--- config.mk ---
export PLATFORM = sky130hd
export DESIGN_NAME = actpr_regs
export DESIGN_NICKNAME = d
export VERILOG_FILES = /design/src/actpr_pkg.sv /design/src/actpr_pat_if.sv /design/src/actpr_pat_gen.sv /design/src/actpr_regs.sv
export SDC_FILE = /design/constraint.sdc
export NUM_CORES = 1
export LEC_CHECK = 0
export BUFFER_PORTS_ARGS = -buffer_cell sky130_fd_sc_hd__clkbuf_2
export CAP_MARGIN = 20
export CORE_MARGIN = 1.5
export CORE_UTILIZATION = 45
export DETAILED_ROUTE_END_ITERATION = 16
export PLACE_DENSITY = 0.64
export SLEW_MARGIN = 20
export SYNTH_ARGS = -nofsm -noshare
export SYNTH_HDL_FRONTEND = slang
export SYNTH_HIERARCHICAL = 1
export SYNTH_SLANG_ARGS = --single-unit
export TNS_END_PERCENT = 10
--- constraint.sdc ---
create_clock -name core_clk -period 5.4 [get_ports core_clk]
set_clock_uncertainty 0.2 [all_clocks]
set_input_delay 0 -clock core_clk [delete_from_list [all_inputs] [get_ports core_clk]]
set_output_delay 0 -clock core_clk [all_outputs]
set_load 0.1 [all_outputs]
--- src/actpr_pkg.sv ---
// constants and types shared by the configuration and test-pattern block
package actpr_pkg;

	// register offsets on the configuration port
	localparam logic [7:0] ADDR_SAMPLING = 8'h11;
	localparam logic [7:0] ADDR_FUSE     = 8'h13;
	localparam logic [7:0] ADDR_PAT_LOW  = 8'h14;
	localparam logic [7:0] ADDR_PAT_MID  = 8'h15;
	localparam logic [7:0] ADDR_PAT_HIGH = 8'h16;
	localparam logic [7:0] ADDR_FRAME    = 8'h19;

	// writable bits of each register; all other positions store and read zero
	localparam logic [7:0] MASK_SAMPLING = 8'h05;
	localparam logic [7:0] MASK_FUSE     = 8'h01;
	localparam logic [7:0] MASK_FULL     = 8'hFF;
	localparam logic [7:0] MASK_FRAME    = 8'h91;
	localparam logic [7:0] MASK_NONE     = 8'h00;

	// reset values
	localparam logic [7:0] RST_SAMPLING = 8'h00;
	localparam logic [7:0] RST_FUSE     = 8'h00;
	localparam logic [7:0] RST_PAT_LOW  = 8'h00;
	localparam logic [7:0] RST_PAT_MID  = 8'h00;
	localparam logic [7:0] RST_PAT_HIGH = 8'h00;
	localparam logic [7:0] RST_FRAME    = 8'h00;

	// field positions
	localparam int BIT_LOOP_PDN   = 2;
	localparam int BIT_NULLING    = 0;
	localparam int BIT_FUSE_LOAD  = 0;
	localparam int LSB_SEL_SECOND = 5;
	localparam int LSB_SEL_FIRST  = 2;
	localparam int BIT_FRAME_SRC  = 7;
	localparam int BIT_FRAME_HALF = 4;
	localparam int BIT_FRAME_STR  = 0;

	// widths
	localparam int PAT_W  = 18;
	localparam int SEL_W  = 3;
	localparam int NUM_CH = 2;
	localparam int HI_W   = 2;

	// ramp increments the host loads per native resolution
	localparam logic [17:0] RAMP_STEP_18B = 18'h00021;
	localparam logic [17:0] RAMP_STEP_16B = 18'h00024;
	localparam logic [17:0] RAMP_STEP_14B = 18'h00010;

	typedef enum logic [1:0] {
		VAR_SLOW = 2'b00,
		VAR_MID  = 2'b01,
		VAR_FAST = 2'b10
	} actpr_variant_t;

	typedef enum logic [2:0] {
		PAT_NORMAL = 3'b000,
		PAT_RAMP   = 3'b010,
		PAT_CONST  = 3'b011
	} actpr_pat_mode_t;

endpackage : actpr_pkg

--- src/actpr_pat_if.sv ---
// pattern settings passed from the register bank to the pattern generator
`timescale 1ns/100ps
`default_nettype none
interface actpr_pat_if;
	logic [1:0][2:0] sel;
	logic [17:0]     value;

	modport cfg (output sel, output value);
	modport gen (input sel, input value);
endinterface : actpr_pat_if
`default_nettype wire

--- src/actpr_pat_gen.sv ---
// per-channel test-pattern insertion ahead of the output bit mapper
`timescale 1ns/100ps
`default_nettype none
module actpr_pat_gen (
	input  wire logic                    core_clk,
	input  wire logic                    rst_b,
	actpr_pat_if.gen                     pat,
	input  wire logic                    sample_en,
	input  wire logic [1:0][17:0]        conv_data,
	output logic      [1:0][17:0]        ch_data,
	output logic                         ch_valid
);
	import actpr_pkg::*;

	typedef struct packed {
		logic [1:0][17:0] ramp;
		logic [1:0][17:0] data;
		logic             vld;
	} actpr_gen_state_t;

	actpr_gen_state_t state_ff;
	actpr_gen_state_t nxt_state;
	logic [1:0][17:0] nxt_ramp_w;
	logic [1:0][17:0] nxt_data_w;

	function automatic actpr_pat_mode_t decode_mode(input logic [2:0] sel);
		actpr_pat_mode_t m;
		m = PAT_NORMAL;
		if (sel == PAT_RAMP) begin
			m = PAT_RAMP;
		end else if (sel == PAT_CONST) begin
			m = PAT_CONST;
		end
		return m;
	endfunction : decode_mode

	genvar ch;
	generate
		for (ch = 0; ch < NUM_CH; ch++) begin : g_ch
			always_comb begin
				nxt_ramp_w[ch] = state_ff.ramp[ch];
				nxt_data_w[ch] = state_ff.data[ch];
				if (sample_en) begin
					// ramp step add
					// ramp restarts from zero on each sample taken while the channel is out of ramp mode
					nxt_ramp_w[ch] = (decode_mode(pat.sel[ch]) == PAT_RAMP) ?
						PAT_W'(state_ff.ramp[ch] + pat.value) : '0;
					case (decode_mode(pat.sel[ch]))
						PAT_RAMP:  nxt_data_w[ch] = state_ff.ramp[ch];
						PAT_CONST: nxt_data_w[ch] = pat.value;
						default:   nxt_data_w[ch] = conv_data[ch];
					endcase
				end
			end
		end
	endgenerate

	always_comb begin
		nxt_state      = state_ff;
		nxt_state.ramp = nxt_ramp_w;
		nxt_state.data = nxt_data_w;
		nxt_state.vld  = sample_en;
	end

	always_ff @(posedge core_clk or negedge rst_b) begin
		if (!rst_b) begin
			state_ff <= '0;
		end else begin
			state_ff <= nxt_state;
		end
	end

	assign ch_data  = state_ff.data;
	assign ch_valid = state_ff.vld;
endmodule : actpr_pat_gen
`default_nettype wire

--- src/actpr_regs.sv ---
// configuration register bank with test-pattern and frame-clock controls
`timescale 1ns/100ps
`default_nettype none

// Behaviour
// - loop off selects half-period sampling time
// - loop control acts only on fastest variant
// - offset nulling polarity depends on variant
// - load discards earlier configuration writes
// - 18-bit pattern value across three registers
// - ramp steps by the pattern value
// - second channel selector 000/010/011 coding
// - first channel selector same coding
// - patterns inserted before mapper, MSB aligned
// - frame source picks converter or downconverter
// - stretch spans frame over both channels
module actpr_regs #(
	parameter actpr_pkg::actpr_variant_t FAMILY_VARIANT = actpr_pkg::VAR_FAST
) (
	input  wire logic              core_clk,
	input  wire logic              rst_b,
	input  wire logic              reg_wr_en,
	input  wire logic              reg_rd_en,
	input  wire logic [7:0]        reg_addr,
	input  wire logic [7:0]        reg_wr_data,
	output logic      [7:0]        reg_rd_data,
	input  wire logic [7:0]        interface_setting,
	output logic      [7:0]        mapping_sel,
	output logic                   mapping_load_pulse,
	output logic                   sampling_loop_powerdown,
	output logic                   offset_nulling_enable,
	input  wire logic              sample_en,
	input  wire logic [1:0][17:0]  conv_data,
	output logic      [1:0][17:0]  ch_data,
	output logic                   ch_valid,
	input  wire logic              conv_frame_strobe,
	input  wire logic              digital_downconverter_frame_strobe,
	output logic                   frame_clock_source,
	output logic                   frame_clock_halving,
	output logic                   frame_clock_stretch,
	output logic                   frame_clk_out
);
	import actpr_pkg::*;

	typedef struct packed {
		logic [7:0] sampling;
		logic [7:0] fuse;
		logic [7:0] pat_low;
		logic [7:0] pat_mid;
		logic [7:0] pat_high;
		logic [7:0] frame;
		logic [7:0] rd_data;
		logic [7:0] mapping;
		logic       load;
		logic       frame_lvl;
	} actpr_regs_state_t;

	actpr_regs_state_t state_ff;
	actpr_regs_state_t nxt_state;
	logic [7:0]        wdata;
	logic              load_evt;
	logic              frame_evt;

	actpr_pat_if pat_bus ();

	// writable-bit mask per offset; zero marks an unmapped address
	function automatic logic [7:0] wr_mask(input logic [7:0] addr);
		logic [7:0] m;
		m = MASK_NONE;
		if (addr == ADDR_SAMPLING) begin
			m = MASK_SAMPLING;
		end else if (addr == ADDR_FUSE) begin
			m = MASK_FUSE;
		end else if (addr == ADDR_PAT_LOW || addr == ADDR_PAT_MID || addr == ADDR_PAT_HIGH) begin
			m = MASK_FULL;
		end else if (addr == ADDR_FRAME) begin
			m = MASK_FRAME;
		end
		return m;
	endfunction : wr_mask

	function automatic logic is_mapped(input logic [7:0] addr);
		return (addr == ADDR_SAMPLING) || (addr == ADDR_FUSE) || (addr == ADDR_PAT_LOW) ||
			(addr == ADDR_PAT_MID) || (addr == ADDR_PAT_HIGH) || (addr == ADDR_FRAME);
	endfunction : is_mapped

	assign wdata = reg_wr_data & wr_mask(reg_addr);

	// load on falling edge
	// the mapping only moves once the host returns the load bit to zero
	assign load_evt = reg_wr_en && reg_addr == ADDR_FUSE && state_ff.fuse[BIT_FUSE_LOAD]
		&& !wdata[BIT_FUSE_LOAD];

	assign frame_evt = state_ff.frame[BIT_FRAME_SRC] ? digital_downconverter_frame_strobe :
		conv_frame_strobe;

	always_comb begin
		nxt_state      = state_ff;
		nxt_state.load = 1'b0;
		if (reg_wr_en) begin
			if (reg_addr == ADDR_SAMPLING) begin
				nxt_state.sampling = wdata;
			end else if (reg_addr == ADDR_FUSE) begin
				nxt_state.fuse = wdata;
			end else if (reg_addr == ADDR_PAT_LOW) begin
				nxt_state.pat_low = wdata;
			end else if (reg_addr == ADDR_PAT_MID) begin
				nxt_state.pat_mid = wdata;
			end else if (reg_addr == ADDR_PAT_HIGH) begin
				nxt_state.pat_high = wdata;
			end else if (reg_addr == ADDR_FRAME) begin
				nxt_state.frame = wdata;
			end
		end
		// load clears configuration
		// earlier writes are lost, so the host must do this step first
		if (load_evt) begin
			nxt_state.sampling = RST_SAMPLING;
			nxt_state.pat_low  = RST_PAT_LOW;
			nxt_state.pat_mid  = RST_PAT_MID;
			nxt_state.pat_high = RST_PAT_HIGH;
			nxt_state.frame    = RST_FRAME;
			nxt_state.mapping  = interface_setting;
			nxt_state.load     = 1'b1;
		end
		if (reg_rd_en) begin
			nxt_state.rd_data = 8'h00;
			if (reg_addr == ADDR_SAMPLING) begin
				nxt_state.rd_data = state_ff.sampling;
			end else if (reg_addr == ADDR_FUSE) begin
				nxt_state.rd_data = state_ff.fuse;
			end else if (reg_addr == ADDR_PAT_LOW) begin
				nxt_state.rd_data = state_ff.pat_low;
			end else if (reg_addr == ADDR_PAT_MID) begin
				nxt_state.rd_data = state_ff.pat_mid;
			end else if (reg_addr == ADDR_PAT_HIGH) begin
				nxt_state.rd_data = state_ff.pat_high;
			end else if (reg_addr == ADDR_FRAME) begin
				nxt_state.rd_data = state_ff.frame;
			end
		end
		// stretch toggles per frame
		// stretched: level toggles so one frame covers both channel slots
		if (frame_evt) begin
			nxt_state.frame_lvl = state_ff.frame[BIT_FRAME_STR] ? !state_ff.frame_lvl : 1'b1;
		end else if (!state_ff.frame[BIT_FRAME_STR]) begin
			nxt_state.frame_lvl = 1'b0;
		end
	end

	always_ff @(posedge core_clk or negedge rst_b) begin
		if (!rst_b) begin
			state_ff <= '{sampling: RST_SAMPLING, fuse: RST_FUSE, pat_low: RST_PAT_LOW,
				pat_mid: RST_PAT_MID, pat_high: RST_PAT_HIGH, frame: RST_FRAME,
				rd_data: 8'h00, mapping: 8'h00, load: 1'b0, frame_lvl: 1'b0};
		end else begin
			state_ff <= nxt_state;
		end
	end

	assign pat_bus.value = {state_ff.pat_high[HI_W-1:0], state_ff.pat_mid, state_ff.pat_low};
	assign pat_bus.sel[1] = state_ff.pat_high[LSB_SEL_SECOND +: SEL_W];
	assign pat_bus.sel[0] = state_ff.pat_high[LSB_SEL_FIRST +: SEL_W];

	actpr_pat_gen u_pat_gen (
		.core_clk  (core_clk),
		.rst_b     (rst_b),
		.pat       (pat_bus.gen),
		.sample_en (sample_en),
		.conv_data (conv_data),
		.ch_data   (ch_data),
		.ch_valid  (ch_valid)
	);

	// only the fastest variant
	// 1 here means the delay loop is off and sampling lasts half the period
	assign sampling_loop_powerdown = (FAMILY_VARIANT == VAR_FAST) &&
		state_ff.sampling[BIT_LOOP_PDN];

	assign offset_nulling_enable = (FAMILY_VARIANT == VAR_FAST) ? state_ff.sampling[BIT_NULLING] :
		!state_ff.sampling[BIT_NULLING];

	assign reg_rd_data         = state_ff.rd_data;
	assign mapping_sel         = state_ff.mapping;
	assign mapping_load_pulse  = state_ff.load;
	assign frame_clock_source  = state_ff.frame[BIT_FRAME_SRC];
	assign frame_clock_halving = state_ff.frame[BIT_FRAME_HALF];
	assign frame_clock_stretch = state_ff.frame[BIT_FRAME_STR];
	assign frame_clk_out       = state_ff.frame_lvl;
endmodule : actpr_regs
`default_nettype wire

Yosys cells after proc, flatten, opt, wreduce, memory -nomap -nowiden:

Index checks and enable logic that the tools add are counted.

* divide/modulo/power cells: 0
* multipliers: 0
* multiplexer cells: 39
* shifts and indexed selects: 0
* reduce and logical (&&, ||, !) cells: 19
* bitwise gates (word level): 2
* add/sub/neg operators: 2
* equality and inequality tests: 20
* order comparisons: 0

Operators with widths (count)
* $mux 8: 18
* $pmux 18 s2: 2
* $mux 32: 2
* $eq 8x5->1 const B: 6
* $mux 48: 1
* $mux 40: 1
* $add 18x18->18: 2
* $mux 18: 2
* $eq 3x2->1 const B: 8
* $mux 24: 1
* $mux 16: 1
* $mux 3: 4
* $reduce_bool 2->1: 6
* $ne 2x2->1 const B: 5
* $and 8x8->8: 1
* $reduce_and 7->1: 1
* $reduce_and 6->1: 1
* $mux 1: 5
* $reduce_and 5->1: 1
* $mux 2: 2
* $reduce_and 4->1: 1
* $logic_and 1x1->1: 3
* $reduce_and 3->1: 1
* $logic_not 1->1: 2
* other kinds (4): 5

* latch bits: 0
* memory bits (writable): 0
* word-level logic and storage cells: 97
* input port bits: 67
* bits in registers: 139
* memory bits (read-only): 0
* memories kept: 0

Logic depth before layout (Yosys ltp):

* depth after elaboration: 15
* gate-level depth with buffers: 9

Modules after synthesis:

The synthesis kept the hierarchy.

By module, submodules not included
* actpr_pat_gen: sequential area each 1826.8 µm², area an instance 5549.1 µm², instances 1, cells an instance 584
* actpr_regs: sequential area each 1651.6 µm², area an instance 3258.1 µm², instances 1, cells an instance 294

Worst setup path after synthesis:

OpenSTA, ideal clock, no wires.

* path type: register to register
* from: reg state_ff, in the netlist pat_bus.value[0]
* to: reg u_pat_gen/state_ff[67] (netlist name)
* slack: 2.852 ns
* arrival time: 2.279 ns
* required time: 5.131 ns
* library setup time: 0.069 ns
* stages on the path, launching flop included: 10
* cells stage by stage: dfrtp_1 ha_1 inv_1 fa_1 nand2b_1 a21oi_2 nor3_1 o31a_1 or4_1 nand3_1

* word-level cells in the longest chain between the ends: 2

Ends and longest elaborated chain
* from (decl): line actpr_regs.sv:58 `actpr_regs_state_t state_ff;`
* from (signal assigned): line actpr_regs.sv:153 `state_ff <= '{sampling: RST_SAMPLING, fuse: RST_FUSE, pat_low: RST_PAT_LOW,`
* from (signal assigned): line actpr_regs.sv:157 `state_ff <= nxt_state;`
* $add 18x18->18: line actpr_pat_gen.sv:47 `PAT_W'(state_ff.ramp[ch] + pat.value) : '0;`
* $mux 18: line actpr_pat_gen.sv:46 `nxt_ramp_w[ch] = (decode_mode(pat.sel[ch]) == PAT_RAMP) ?`
* to (signal assigned): line actpr_pat_gen.sv:69 `state_ff <= nxt_state;`
* to (decl): line actpr_pat_gen.sv:21 `actpr_gen_state_t state_ff;`

Every way passes these cells.
A chain may end at the register's enable or synchronous reset.

Worst setup path in the final report:

* from: in reg_addr[5]
* to: reg state_ff, in the netlist pat_bus.value[0]

* word-level cells in the longest chain between the ends: 12
* elaborated cells between the ends (all ways): 27
* those cells by class: 8 x eq/ne; 9 x mux; 1 x bitwise; 9 x reduce/logical

Ends and longest elaborated chain
* from (decl): line actpr_regs.sv:24 `input wire logic [7:0] reg_addr,`
* $eq 8x5->1, on equally long branches: line actpr_regs.sv:74, actpr_regs.sv:105
* $logic_or 1x1->1 (2 in a row): line actpr_regs.sv:74 `end else if (addr == ADDR_PAT_LOW || addr == ADDR_PAT_MID || addr == ADDR_PAT_HIGH) begin`
* $mux 8: line actpr_regs.sv:74
* $mux 8: line actpr_regs.sv:72 `end else if (addr == ADDR_FUSE) begin`
* $mux 8: line actpr_regs.sv:70 `if (addr == ADDR_SAMPLING) begin`
* $and 8x8->8: line actpr_regs.sv:87 `assign wdata = reg_wr_data & wr_mask(reg_addr);`
* $mux 8: line actpr_regs.sv:105 `end else if (reg_addr == ADDR_PAT_LOW) begin`
* $mux 32: line actpr_regs.sv:103 `end else if (reg_addr == ADDR_FUSE) begin`
* $mux 40: line actpr_regs.sv:101 `if (reg_addr == ADDR_SAMPLING) begin`
* $mux 48: line actpr_regs.sv:100 `if (reg_wr_en) begin`
* $mux 32: line actpr_regs.sv:117 `if (load_evt) begin`

Several ways; a longest one is shown, not always the timed one. The select of a mux whose other input is x is not followed.

==> flow_metrics.py <==
metrics = {
    "cells_and_area": {
        "fin_cells": 1276,
        "register_area_sq_um": 3478,
        "drive_above_1_share_pct": 23.03,
        "syn_to_final_growth_pct": 20.02,
        "multi_input_area_sq_um": 4663,
        "nNetsFinal": 1106,
        "num_antenna_cells": 0,
        "n_fill_cell": 1767,
    },
    "sta": {
        "fin_tns_setup_ns": 0,
        "fin_crit_sh_pct": 55.10,
        "hold_viol_final": 3,
        "rsz0062_at_grt": "false",
        "period_minus_slack_ns": 2.976,
        "worst_pin_slew_ns": 0.8712,
        "max_freq_ghz": 0.3361,
        "maxSlewHeadroom_pct": 41.92,
        "whs_ns": -0.007535,
        "slew_viol_final": 0,
        "setup_viol": 0,
    },
    "clocking": {
        "clock_latency_ns": 0.42,
        "clk_pin_slew_ns": 0.06,
        "hold_buffers": 69,
        "post-cts-setup-buffer-count": 0,
        "cts_made_buffers": 17,
        "root_buffer": "clkbuf_16",
        "cts_resized": 0,
        "cts_sinks": 139,
        "clockBufferDepth": 2,
        "ctsHtreeMaxLevel": 4,
        "cts_tree": "done",
    },
    "route": {
        "drtIter0Drc": 418,
        "first_pass_iters": 5,
        "routed_via_density": 5.554,
        "routed_wl_mm": 22.73,
        "drt.antenna.violating_nets": 0,
        "drc": 0,
        "wire_per_inst_um": 17.81,
        "vias": 7087,
    },
    "synthesis": {
        "netlist_area_sq_um": 8807,
        "syn_area_per_cell_sq_um": 10.03,
        "synth-edff-count": 0,
        "yosysWarnings": 6,
        "synth_flop_cell": "dfrtp_1",
        "synthArstFlopShare_pct": 100.0,
        "synth_most_common_cell": "dfrtp_1",
        "synth_common_cells": "dfrtp_1 (139), nand2_1 (67), mux2_2 (56)",
        "syn_inst": 878,
        "syn_nets": 981,
        "ys_ff_latch": 139,
        "synthTopCellsByArea": "dfrtp_1 (39%), mux2_2 (7.2%), mux2i_1 (6.1%)",
        "synth_cell_types": 77,
        "synth-seq-area-share_pct": 39.49,
        "yosys.area.top_type": "dfrtp_1",
        "synth_top_area_share_pct": 39.49,
    },
    "floorplan": {
        "start_util_pct": 46.46,
        "dieHeight_um": 142.9,
        "die_w_um": 142.9,
        "core_region_area_sq_um": 18960,
        "pin_count": 127,
        "dieArea_sq_um": 20420,
        "fp-row-count": 50,
    },
    "critical_path": {
        "critPathMaxFanout": 14,
        "ff2ff_path_depth": 9,
        "cp_common_cell": "dlygate4sd3_1",
        "cp.required_ns": 5.50,
        "worstSetupPathType": "in2reg",
        "end_kind": "flip-flop",
        "crit_arrival_ns": 3.08,
        "cp_cell_sequence": "dlygate4sd3_1 > clkbuf_2 > nor4b_2 > nand4_1 > nand3_1 > o41ai_1 > dlygate4sd3_1",
        "startpoint_type": "input pin",
        "slowest_stage": "nand4_1",
        "crit_path_max_incr_delay_ns": 0.79,
    },
    "grt": {
        "grt_antenna_before_repair": 0,
        "grt_pass1_vias": 6937,
        "grt_max_degree": 94,
        "grt_usage_pct": 23.19,
        "grt_overflow_total": 0,
        "grt_pass1_wl_mm": 36.35,
    },
    "min_path": {
        "min_path_type": "in2async",
    },
    "run_status": {
        "status": "finished with violations",
        "violations": "negative hold slack",
    },
    "power": {
        "leakage_uw": 0.005001,
        "power_density_nw_per_um2": 274.0,
        "ir_drop_uv": 222.1,
    },
    "flow_run": {
        "max_cap_violations": 0,
    },
    "placed_design": {
        "place_congestion": 0.8535,
        "hpwl_mm": 15.34,
        "dp_cells": 1175,
        "io_buffers": 126,
    },
}
[per-stage QoR]
step | util [%] | setup slack [ns] | total power [uW] | area [sq um]
global route | 55.76 | 2.101 | 2999 | 10570
CTS | 55.73 | 2.165 | 2918 | 10560
global placement | 48.84 | 2.376 | 1656 | 9259
detailed placement | 48.84 | 2.263 | 1660 | 9259
finish | 55.76 | 2.424 | 2897 | 10570
floorplan | - | 2.852 | 1578 | 8807
[area by class of cell]
class / count / share of cell area, %
clock buffer: 23 / 4.522
sequential: 139 / 32.91
inverter: 25 / 0.8878
timing repair buffer: 204 / 13.20
clock inverter: 9 / 1.290
tap: 260 / 3.078
multi-input combinational: 616 / 44.12
[path summary, 6_finish.rpt]
path                                  startpoint                endpoint  slack [ns]
worst max-delay path                 reg_addr[5]        pat_bus.value[0]        2.42
worst min-delay path                       rst_b          mapping_sel[0]      -0.008
worst max register to register  pat_bus.value[0]  u_pat_gen/state_ff[49]        2.49
worst min register to register      state_ff[61]            state_ff[61]        0.28
max in group asynchronous                  rst_b    u_pat_gen/ch_data[2]        3.81
min in group core_clk                reg_addr[3]          pat_bus.sel[5]        0.09
[routing by layer]
metal	vias up	GRT usage, %	part of all wire [%]
met5	-	0	0
met4	0	8.302	2.2
met3	33	3.689	4.8
met2	212	36.31	45
met1	3396	32.47	48
li1	3446	-	-
[state kept, by name (all words and copies together), names as in the netlist]
signal	count
mapping_load_pulse	1
frame_clock_halving	1
frame_clock_stretch	1
u_pat_gen/state_ff	36
reg_rd_data	8
frame_clock_source	1
mapping_sel	8
pat_bus.value	18
offset_nulling_enable	1
frame_clk_out	1
pat_bus.sel	6
u_pat_gen/ch_data	36
state_ff	19
u_pat_gen/ch_valid	1
sampling_loop_powerdown	1
[cell families after synthesis]
kind of cell    after synthesis  share of synthesized area (%)
xor+xnor                     18                          1.790
fa+ha+maj                    36                          5.285
mux                         111                          13.47
buf+inv                     123                          7.700
simple gates                219                          13.57
flops                       139                          39.49
compound gates              232                          18.70
[critical path: cells and delay by family]
family	cells	cell delay, ns
buf+inv	3	1.22
simple gates	3	1.76
compound gates	1	0.10
[report_power, final]
group	leakage [uW]	switching [uW]	total [uW]	internal, uW
combinational	0.00289	403	556	153
sequential	0.00182	37.8	1120	1080
clock	0.000294	454	1220	766
total	0.00500	894	2900	2000
[cell usage in the layout, fill, tap and decap left out, drive strengths merged, types with 7 or more instances in the layout]
master       Yosys  layout
nor2            26      26
nor3             9       9
a32o             7       7
inv             25      26
and3             8       8
o22ai            8       8
clkbuf          27     148
nand2b          21      21
a31oi           10      10
nand2           67      67
nand3           17      17
o211ai           8       8
and2            23      23
mux2            57      57
a22o            23      23
o21ai           63      63
o21a            12      12
xnor2           14      14
dlygate4sd3      0      69
dfrtp          139     139
a21o            12      12
buf             71      10
nand4           11      11
mux2i           54      54
a21oi           27      27
a211o            8       8
ha              34      34
Note: power is estimated with default switching activity, not from simulation.
